[src/hdl/cspc_defs.vh]
// Purpose: Constants for the conversion start and power control block
// Assumes: 200 MHz ref_clk, APB with 32-bit data
// Notes: Offsets are byte addresses
`ifndef CSPC_DEFS_VH
`define CSPC_DEFS_VH
`define CSPC_CLK_MHZ 200
`define CSPC_CONV_TIME_NS 1500
`define CSPC_CONV_CYCLES ((`CSPC_CONV_TIME_NS * `CSPC_CLK_MHZ) / 1000)
`define CSPC_ACQ_TIME_NS 250
`define CSPC_ACQ_CYCLES ((`CSPC_ACQ_TIME_NS * `CSPC_CLK_MHZ + 999) / 1000)
`define CSPC_OFF_CTRL 12'h000
`define CSPC_OFF_STATUS 12'h004
`define CSPC_OFF_COUNT 12'h008
`define CSPC_OFF_ID 12'h00C
`define CSPC_CTRL_PD_SW 0
`define CSPC_CTRL_PD_SEL 1
`define CSPC_CTRL_LOWPWR 2
`define CSPC_CTRL_RESET 32'h0000_0000
// Identification value is arbitrary
`define CSPC_ID_VALUE 32'h0000_A5C3
`define CSPC_ST_BUSY 0
`define CSPC_ST_PD 1
`define CSPC_ST_PEND 2
`define CSPC_ST_CORE_LP 3
`define CSPC_ST_REF_EN 4
`define CSPC_ST_BUF_EN 5
`define CSPC_ST_TEMP_EN 6
`define CSPC_ST_CNV_N 7
`endif

[src/hdl/cspc_core.v]
// Purpose: Conversion start, power-down and reference enable control
// Assumes: All pin inputs synchronous to ref_clk; APB slave for registers
// Notes: Conversion is self-timed; power-down waits for it to finish
`timescale 1ns/1ps
`include "cspc_defs.vh"
module cspc_core #(
  parameter CONV_CYCLES = `CSPC_CONV_CYCLES,
  parameter ACQ_CYCLES = `CSPC_ACQ_CYCLES,
  parameter ID_VALUE = `CSPC_ID_VALUE
) (
  // Clock and reset
  input wire ref_clk,
  input wire rst_b,
  // Converter pins
  input wire conversion_start_n,
  input wire power_down_request,
  input wire reference_off,
  input wire ref_buffer_off,
  input wire chip_select_n,
  input wire read_enable_n,
  // APB slave
  input wire psel,
  input wire penable,
  input wire pwrite,
  input wire [11:0] paddr,
  input wire [31:0] pwdata,
  output reg [31:0] prdata,
  output reg pready,
  output reg pslverr,
  // Analog control outputs
  output reg busy,
  output reg sample_hold,
  output reg core_power_en,
  output reg core_low_power,
  output reg bandgap_en,
  output reg buffer_en,
  output reg temp_sensor_en,
  output reg conversion_done
);
  localparam ST_IDLE = 2'd0;
  localparam ST_CONV = 2'd1;
  localparam ST_ACQ = 2'd2;
  localparam ST_PD = 2'd3;

  reg [1:0] state;
  reg [1:0] next_state;
  reg start_prev;
  reg [31:0] ctrl;
  reg pd_pending;
  reg [15:0] conv_count;
  reg [11:0] acq_count;
  wire start_fall;
  wire pd_want;
  wire timer_load;
  wire timer_running;
  wire timer_done;
  wire apb_access;
  wire apb_write;
  wire apb_read;
  wire apb_commit;

  // Register decode used by both read and write paths
  function addr_hit;
    input [11:0] addr;
    input [11:0] offset;
    begin
      addr_hit = (addr[11:2] == offset[11:2]);
    end
  endfunction

  // Chip-select and read-enable deliberately unused by start logic
  assign start_fall = start_prev & ~conversion_start_n;
  assign pd_want = ctrl[`CSPC_CTRL_PD_SEL] ? ctrl[`CSPC_CTRL_PD_SW]
                                           : power_down_request;
  assign timer_load = start_fall && (state != ST_CONV) && (state != ST_PD);
  assign apb_access = psel & penable & ~pready;
  assign apb_write = apb_access & pwrite;
  assign apb_read = apb_access & ~pwrite;
  assign apb_commit = psel & penable & pready & pwrite;

  cspc_timer #(
    .WIDTH(12)
  ) u_timer (
    .ref_clk(ref_clk),
    .rst_b(rst_b),
    .load(timer_load),
    .load_value(CONV_CYCLES[11:0]),
    .running(timer_running),
    .done(timer_done)
  );

  always @(posedge ref_clk or negedge rst_b) begin
    if (!rst_b) begin
      start_prev <= 1'b1;
    end else begin
      start_prev <= conversion_start_n;
    end
  end

  // Conversion sequencing; a start during conversion is ignored
  always @* begin
    next_state = state;
    case (state)
      ST_IDLE: begin
        if (timer_load) begin
          next_state = ST_CONV;
        end else if (pd_want) begin
          next_state = ST_PD;
        end
      end
      ST_CONV: begin
        if (timer_done) begin
          if (pd_want || pd_pending) begin
            next_state = ST_PD;
          end else begin
            next_state = ST_ACQ;
          end
        end
      end
      ST_ACQ: begin
        if (timer_load) begin
          next_state = ST_CONV;
        end else if (pd_want) begin
          next_state = ST_PD;
        end else if (acq_count == 12'h000) begin
          next_state = ST_IDLE;
        end
      end
      ST_PD: begin
        if (!pd_want) begin
          next_state = ST_IDLE;
        end
      end
      default: begin
        next_state = ST_IDLE;
      end
    endcase
  end

  always @(posedge ref_clk or negedge rst_b) begin
    if (!rst_b) begin
      state <= ST_IDLE;
      pd_pending <= 1'b0;
      acq_count <= 12'h000;
      conv_count <= 16'h0000;
      conversion_done <= 1'b0;
    end else begin
      state <= next_state;
      conversion_done <= timer_done;
      if (state == ST_CONV && pd_want) begin
        pd_pending <= 1'b1;
      end else if (state != ST_CONV) begin
        pd_pending <= 1'b0;
      end
      if (timer_done) begin
        acq_count <= ACQ_CYCLES[11:0];
        conv_count <= conv_count + 16'h0001;
      end else if (acq_count != 12'h000) begin
        acq_count <= acq_count - 12'h001;
      end
    end
  end

  // Output registers, derived from next state so they align with state
  always @(posedge ref_clk or negedge rst_b) begin
    if (!rst_b) begin
      busy <= 1'b0;
      sample_hold <= 1'b0;
      core_power_en <= 1'b1;
      core_low_power <= 1'b0;
      bandgap_en <= 1'b0;
      buffer_en <= 1'b0;
      temp_sensor_en <= 1'b0;
    end else begin
      busy <= (next_state == ST_CONV);
      sample_hold <= (next_state == ST_CONV);
      core_power_en <= (next_state != ST_PD);
      core_low_power <= ctrl[`CSPC_CTRL_LOWPWR] && (next_state != ST_CONV);
      bandgap_en <= ~reference_off && (next_state != ST_PD);
      buffer_en <= ~ref_buffer_off && (next_state != ST_PD);
      temp_sensor_en <= ~reference_off && ~ref_buffer_off && (next_state != ST_PD);
    end
  end

  // APB slave stays live in every state, including power-down and acquisition
  always @(posedge ref_clk or negedge rst_b) begin
    if (!rst_b) begin
      ctrl <= `CSPC_CTRL_RESET;
      prdata <= 32'h0000_0000;
      pready <= 1'b0;
      pslverr <= 1'b0;
    end else begin
      pready <= apb_access;
      pslverr <= 1'b0;
      // Control word lands on the edge that completes the transfer
      if (apb_commit && addr_hit(paddr, `CSPC_OFF_CTRL)) begin
        ctrl <= {29'h0000_0000, pwdata[2:0]};
      end
      if (apb_write) begin
        if (addr_hit(paddr, `CSPC_OFF_CTRL)) begin
          pslverr <= 1'b0;
        end else if (!addr_hit(paddr, `CSPC_OFF_STATUS) &&
                     !addr_hit(paddr, `CSPC_OFF_COUNT) &&
                     !addr_hit(paddr, `CSPC_OFF_ID)) begin
          pslverr <= 1'b1;
        end
      end
      if (apb_read) begin
        if (addr_hit(paddr, `CSPC_OFF_CTRL)) begin
          prdata <= ctrl;
        end else if (addr_hit(paddr, `CSPC_OFF_STATUS)) begin
          prdata <= {24'h00_0000, conversion_start_n, temp_sensor_en, buffer_en,
                     bandgap_en, core_low_power, pd_pending, (state == ST_PD),
                     timer_running};
        end else if (addr_hit(paddr, `CSPC_OFF_COUNT)) begin
          prdata <= {16'h0000, conv_count};
        end else if (addr_hit(paddr, `CSPC_OFF_ID)) begin
          prdata <= ID_VALUE;
        end else begin
          prdata <= 32'h0000_0000;
          pslverr <= 1'b1;
        end
      end else begin
        prdata <= 32'h0000_0000;
      end
    end
  end
endmodule // cspc_core

[src/hdl/cspc_timer.v]
// Purpose: Down counter timing the conversion phase
// Assumes: load has priority over counting
// Notes: done pulses one cycle when the count expires
`timescale 1ns/1ps
module cspc_timer #(
  parameter WIDTH = 12
) (
  // Clock and reset
  input wire ref_clk,
  input wire rst_b,
  // Control
  input wire load,
  input wire [WIDTH-1:0] load_value,
  // Status
  output reg running,
  output reg done
);
  reg [WIDTH-1:0] count;

  always @(posedge ref_clk or negedge rst_b) begin
    if (!rst_b) begin
      count <= {WIDTH{1'b0}};
      running <= 1'b0;
      done <= 1'b0;
    end else begin
      done <= 1'b0;
      if (load) begin
        count <= load_value;
        running <= 1'b1;
      end else if (running) begin
        if (count <= {{(WIDTH-1){1'b0}}, 1'b1}) begin
          running <= 1'b0;
          done <= 1'b1;
          count <= {WIDTH{1'b0}};
        end else begin
          count <= count - {{(WIDTH-1){1'b0}}, 1'b1};
        end
      end
    end
  end
endmodule // cspc_timer

[config.mk]
export PLATFORM = sky130hd
export DESIGN_NAME = cspc_core
export DESIGN_NICKNAME = d
export VERILOG_FILES = /design/src/hdl/cspc_core.v /design/src/hdl/cspc_timer.v
export VERILOG_INCLUDE_DIRS = /design/src /design/src/hdl
export SDC_FILE = /design/constraint.sdc
export NUM_CORES = 1
export LEC_CHECK = 0
export BUFFER_PORTS_ARGS = -buffer_cell sky130_fd_sc_hd__buf_4
export CAP_MARGIN = 20
export CORE_AREA = 4 4 118 120
export CTS_BUF_LIST = sky130_fd_sc_hd__clkbuf_8
export DETAILED_ROUTE_END_ITERATION = 8
export DIE_AREA = 0 0 122 124
export GPL_ROUTABILITY_DRIVEN = 0
export GPL_TIMING_DRIVEN = 0
export HOLD_SLACK_MARGIN = 0.02
export PLACE_DENSITY = 0.5
export SLEW_MARGIN = 10
export SYNTH_ARGS = -nofsm -noshare
export SYNTH_HDL_FRONTEND = slang
export SYNTH_SLANG_ARGS = --single-unit
[constraint.sdc]
create_clock -name ref_clk -period 1.9 [get_ports ref_clk]
set_clock_uncertainty 0.1 [all_clocks]
set_input_delay 0.285 -clock ref_clk [delete_from_list [all_inputs] [get_ports ref_clk]]
set_output_delay 0.285 -clock ref_clk [all_outputs]
set_load 0.005 [all_outputs]
==> summary.txt, run 1 <==
status: finished clean
CP startpoint: acq_count[0]$_DFFE_PN0P_
Final Non-Filler Cells: 595
maxcap violations: 0
CP max FO: 4
DIE WIDTH: 122 um
Final Slew Violations: 0
num ports: 97
Post-Syn Area: 3520 um^2
GRT overflow: 0
commonest non-fill, non-tap cells in the layout: buf_4, dfrtp_1, nor2_1
Avg Cell Area, Syn: 10.9 um^2
final setup margin: 0.0287 ns
Syn Inst Count: 324
Total Routing Usage GR: 10.8%
R2R cell count: 7
min cycle time layout: 1.87 ns
CTS H-tree depth: 3
Post-synth EDFFs: 0
Final setup viols: 0
nets: 473
Unique masters post-synth: 63
Final HPWL DP: 5410 um
Core Footprint: 13000 um^2
reg2reg start: acq_count[0]$_DFFE_PN0P_
post-layout total power: 5.29 mW
Max Clock Freq: 0.534 GHz
WP data required: 2.03 ns
critical path type: register to register
asr flop ratio synth: 100%
dpl cells: 562
flop2flop setup slack: 0.03 ns
LEAKAGE: 2.03 nW
DRT Wirelength: 7740 um
predominant post-synthesis flop cell: dfrtp_1
number of global-route vias before repair: 2639
worst hold stages: 2
Num CTS Buffers: 9
Final Hold Fails: 0
Worst VDD drop: 0.331 mV
Yosys warnings: 0
final cycle utilization of the critical path: 98.5%
first-pass GRT wire length: 13000 um
Via density: 4.56
Worst Path Arrival: 2.00 ns
startpoint types: register
die area: 15100 um^2
WL per Instance: 13.0 um
Worst Tran Pin Value: 0.934 ns
HP Class: input pin to register
initial core utilization: 27.1%
worst-skew pair later-pin latency: 0.35 ns
Slew headroom: 37.7%
initial antenna violation count: 0
Placement Setup Slack: -0.250 ns
CTS tree: yes
CP endpoint kind: register
Post-route DRC: 0
Cell Pwr Density: 1150 nW/um^2
Worst-path clk slew: 0.09 ns
share of cells above drive strength 1: 32.7%
Critical Path Sink: acq_count[5]$_DFFE_PN0P_
P&R area growth vs syn: 31.1%
Layout fillers: 1317
CTS root buf: clkbuf_8
# diodes: 0
DR iter-0 viols: 152
row count: 42
post-synthesis register bit count: 74
DRT Pass-1 Iters: 4
Die H: 124 um
unrepaired setup endpoints after global routing: true
Port Buf Inserts: 47
most common cell after layout, fill and taps aside: buf_4
worst r2r dst: acq_count[5]$_DFFE_PN0P_
Max Root-Sink Buffers: 2
largest net degree at the start of global routing: 75
sequential fraction of the synthesis area: 52.7%
clk sink count: 74
Post-DRT Antenna Nets: 0
Vias: 2711
-- synthesized netlist by cell type (7+ instances only) --
cell / count / share of area, %
nand4_1: 10 / 1.8
dfrtp_1: 72 / 51
a21oi_1: 9 / 1.3
nand2_1: 18 / 1.9
nor3_1: 11 / 1.6
inv_1: 9 / 0.96
o21ai_0: 10 / 1.4
nor2_1: 31 / 3.3
nand3_1: 7 / 1.0
buf_4: 17 / 3.6
nor4_1: 10 / 1.8
xnor2_1: 17 / 4.2
-- worst min-delay path by stage --
stage                                           end                    from
after floorplan            acq_count[0]$_DFFE_PN0P_                   rst_b
after global placement    conversion_done$_DFF_PN0_  u_timer.done$_DFF_PN0_
after detailed placement  conversion_done$_DFF_PN0_  u_timer.done$_DFF_PN0_
after CTS                       ctrl[0]$_DFFE_PN0P_               pwdata[0]
after global routing            ctrl[0]$_DFFE_PN0P_               pwdata[0]
final                           ctrl[0]$_DFFE_PN0P_               pwdata[0]
-- final cells by class --
type / instances / area, um^2 / area share (%)
timing repair buffer: 66 / 505 / 11.0
tap: 176 / 220 / 4.78
inverter: 9 / 33.8 / 0.733
clock inverter: 7 / 57.6 / 1.25
clock buffer: 9 / 124 / 2.69
buffer: 20 / 146 / 3.18
sequential: 74 / 1860 / 40.3
multi-input combinational: 234 / 1670 / 36.1
-- sequential cells by signal (all words and copies together) (netlist names), 2 cells and up --
register       cells
conv_count        16
state              2
u_timer.count     12
ctrl               3
prdata            16
acq_count         12
-- kinds of logic after synthesis --
kind of cell,synth area share [%]
AOI/OAI and AO/OA,10.9
xor gates and xnor gates,5.23
adders and majority gates,1.42
buffers and inverters,5.16
DFF,52.7
muxes,2.99
other,0.107
and+or+nand+nor,21.5
-- timing repair --
item | CTS | global route
hold endpoints to repair | 68 | 0
resized for setup | 18 | 14
pin swaps | 4 | 6
hold buffers | 4 | 0
buffers inserted | 10 | 5
endpoints found under the setup margin | 27 | 18
-- per-stage QoR --
| step | hold WS (ns) | setup TNS (ns) | area [um^2] | utilization, % |
|---|---|---|---|---|
| 6_report | 0.0515 | 0 | 4610 | 35.5 |
| 5_1_grt | 0.0370 | -0.0614 | 4610 | 35.5 |
| 4_1_cts | 0.0334 | 0 | 4520 | 34.8 |
| 3_5_place_dp | 0.292 | -2.96 | 4150 | 31.9 |
| 3_3_place_gp | 0.294 | -2.59 | 4150 | 31.9 |
| 2_1_floorplan | -0.111 | 0 | 3570 | - |
-- critical path: stages, from the launching register on --
cell	delay, ns
dfrtp_1	0.40
inv_2	0.07
ha_4	0.16
nor3b_4	0.15
buf_4	0.14
and3_4	0.17
o31a_1	0.26
or3_1	0.29
-- report_power, final --
part / leakage, nW / internal (mW) / switching (mW)
logic: 0.988 / 0.942 / 0.824
registers: 0.962 / 1.91 / 0.478
clock network: 0.0833 / 0.492 / 0.645
-- routing by layer --
metal | share of wire (%) | wire [um] | GRT usage [%] | vias up
met5 | 0 | 0 | 0 | -
met3 | 5.6 | 437 | 2.63 | 10
met1 | 45 | 3480 | 13.6 | 1313
li1 | - | - | - | 1320
met2 | 49 | 3760 | 17.9 | 68
met4 | 0.81 | 63 | 4.34 | 0
No activity file was read; power rests on OpenSTA's default activity.
==> run 2, diff against run 1 <==
==> constraint.sdc (replaced) <==
create_clock -name ref_clk -period 1.9 [get_ports ref_clk]
set_clock_uncertainty 0.1 [all_clocks]
set_input_delay 0 -clock ref_clk [delete_from_list [all_inputs] [get_ports ref_clk]]
set_output_delay 0 -clock ref_clk [all_outputs]
set_load 0.005 [all_outputs]
==> run 2 against run 1 <==
  * The run now ends with hold timing left
  * Cell count grew 2.4%
  * Utilization grew 1.6 points
  * Power increased by 1.7%
  * Critical path type unchanged
==> summary.txt, run 2 (synthesis gave the netlist of run 1 again) <==
status: finished with violations
failing checks: hold timing
Num CTS Buffers: 9 (unchanged)
Via density: 4.56 (about the same)
area of the multi-input gates: 1730 um^2 (+3.8%)
WP data required: 2.03 ns (about the same)
maxcap violations: 0 (unchanged)
min cycle time layout: 1.87 ns (+0.000382 ns)
HP Class: input pin to register
Worst Tran Pin Value: 0.924 ns (-0.00963 ns)
first-pass GRT wire length: 13200 um (+1.4%)
number of global-route vias before repair: 2700 (+2.3%)
most common cell after layout, fill and taps aside: buf_4
Max Clock Freq: 0.534 GHz (about the same)
die area: 15100 um^2 (unchanged)
DRT Pass-1 Iters: 5 (+1)
worst hold stages: 4 (+2)
Sequential Power Share: 44.9% (-0.2 points)
# diodes: 0 (unchanged)
unrepaired setup endpoints after global routing: true
CP Cell Sequence: inv_2, ha_4, nor3b_4, buf_4, and3_4, o31a_1, or3_1
Layout fillers: 1295 (-1.7%)
startpoint types: register
CP endpoint kind: register
share of cells above drive strength 1: 32.3% (-0.36 points)
WHS Endpoint: prdata[13]$_DFF_PN0_
Vias: 2774 (+2.3%)
DR iter-0 viols: 206 (+36%)
reg2reg start: acq_count[0]$_DFFE_PN0P_
row count: 42 (unchanged)
R2R cell count: 7 (unchanged)
clk sink count: 74 (unchanged)
Max Root-Sink Buffers: 2 (unchanged)
Slew headroom: 38.4% (+0.64 points)
Core Footprint: 13000 um^2 (unchanged)
DIE WIDTH: 122 um (unchanged)
Final Hold Fails: 4 (+4)
P&R area growth vs syn: 37.1%
Placement Setup Slack: -0.247 ns (+0.00320 ns)
Port Buf Inserts: 47 (unchanged)
critical path type: register to register
Worst Hold Slack: -0.00427 ns (-0.0558 ns)
CTS tree: yes
WL per Instance: 13.1 um (+0.94%)
Post-route DRC: 0 (unchanged)
CP max FO: 4 (unchanged)
CP max stage cell: dfrtp_1
GRT overflow: 0 (unchanged)
Worst-path clk slew: 0.09 ns (about the same)
initial antenna violation count: 0 (unchanged)
initial core utilization: 27.1% (unchanged)
DRT Wirelength: 8000 um (+3.3%)
Die H: 124 um (unchanged)
worst hold start: paddr[5]
Sequential Area: 1860 um^2 (about the same)
CTS H-tree depth: 3 (unchanged)
Comb power frac: 34.1% (+0.7 points)
flop2flop setup slack: 0.03 ns (about the same)
worst r2r dst: acq_count[5]$_DFFE_PN0P_
P_int: 3.37 mW (+0.71%)
LEAKAGE: 2.11 nW (+3.7%)
num ports: 97 (unchanged)
Largest delay share family, worst path: simple AND/OR/NAND/NOR gates
largest net degree at the start of global routing: 75 (unchanged)
Worst Path Arrival: 2.01 ns (about the same)
Net Sw Power: 2.02 mW (+3.5%)
final setup margin: 0.0283 ns (-0.000382 ns)
Final HPWL DP: 5410 um (unchanged)
Final Slew Violations: 0 (unchanged)
nets: 487 (+3.0%)
Cell Pwr Density: 1120 nW/um^2 (-2.7%)
switch share: 37.4% (+0.64 points)
Worst VDD drop: 0.339 mV (+2.7%)
slowest stage delay, CP: 0.40 ns (about the same)
crit path buf inv count: 2 (unchanged)
final cycle utilization of the critical path: 98.5% (about the same)
Clk network pwr share: 21.0% (-0.5 points)
worst-skew pair later-pin latency: 0.35 ns (about the same)
largest registers: conv_count: 16 flops, prdata: 16 flops
Total Routing Usage GR: 11.0% (+0.14 points)
Post-DRT Antenna Nets: 0 (unchanged)
CTS root buf: clkbuf_8
Final setup viols: 0 (unchanged)
commonest non-fill, non-tap cells in the layout: buf_4, dfrtp_1, nor2_1
run 2: stage by stage:
step                      area [um^2]  std cells  TNS, ns  utilization, %  power [mW]
after detailed placement         4150        562    -2.16            31.9        3.74
after global routing             4820        609  -0.0727            37.1        5.80
after floorplan                  3570        339        0               -        3.28
after global placement           4150        562    -2.03            31.9        3.71
final                            4820        609        0            37.1        5.38
after CTS                        4640        602        0            35.7        5.21
run 2: metal layers:
layer / vias to the layer above / global-route usage, % / part of all wire, %
met5: - / 0 / 0
met4: 0 / 4.34 / 1.4
met3: 12 / 2.50 / 5.4
met2: 72 / 18.4 / 49
met1: 1336 / 13.8 / 45
li1: 1354 / - / -
run 2: layout make-up:
type	count	area share [%]
buffer	20	3.11
clock buffer	9	2.57
clock inverter	7	1.19
inverter	9	0.701
multi-input combinational	235	35.9
sequential	74	38.5
tap	176	4.57
timing repair buffer	79	13.5
run 2: worst max path at each step:
stage | to | slack, ns | startpoint | depth (start not counted)
after global placement | temp_sensor_en$_DFF_PN0_ | -0.23 | acq_count[0]$_DFFE_PN0P_ | 6
after CTS | u_timer.count[8]$_DFFE_PN0P_ | 0.002 | u_timer.count[1]$_DFFE_PN0P_ | 6
final | acq_count[5]$_DFFE_PN0P_ | 0.03 | acq_count[0]$_DFFE_PN0P_ | 7
after detailed placement | temp_sensor_en$_DFF_PN0_ | -0.25 | acq_count[0]$_DFFE_PN0P_ | 6
after floorplan | temp_sensor_en$_DFF_PN0_ | 0.01 | acq_count[0]$_DFFE_PN0P_ | 6
after global routing | acq_count[5]$_DFFE_PN0P_ | -0.05 | acq_count[1]$_DFFE_PN0P_ | 7
run 2: tightest hold or removal path: stages:
cell	delay [ns]
buf_4	0.08
nor4_2	0.05
nand4_1	0.21
nor2_1	0.07
run 2: what timing repair did:
action,4_1_cts,5_1_grt
hold endpoints to repair,96,0
pin swaps,4,5
resized for setup,18,22
endpoints found under the setup margin,27,19
setup buffers,10,5
hold buffers,16,0
cloned,0,2
run 2: power groups by stage:
stage | clock [mW] | combinational [mW] | sequential, mW
after floorplan | 0 | 1.00 | 2.28
after global placement | 0 | 1.33 | 2.38
after detailed placement | 0 | 1.35 | 2.39
after CTS | 1.18 | 1.64 | 2.38
after global routing | 1.26 | 2.05 | 2.49
final | 1.13 | 1.83 | 2.42
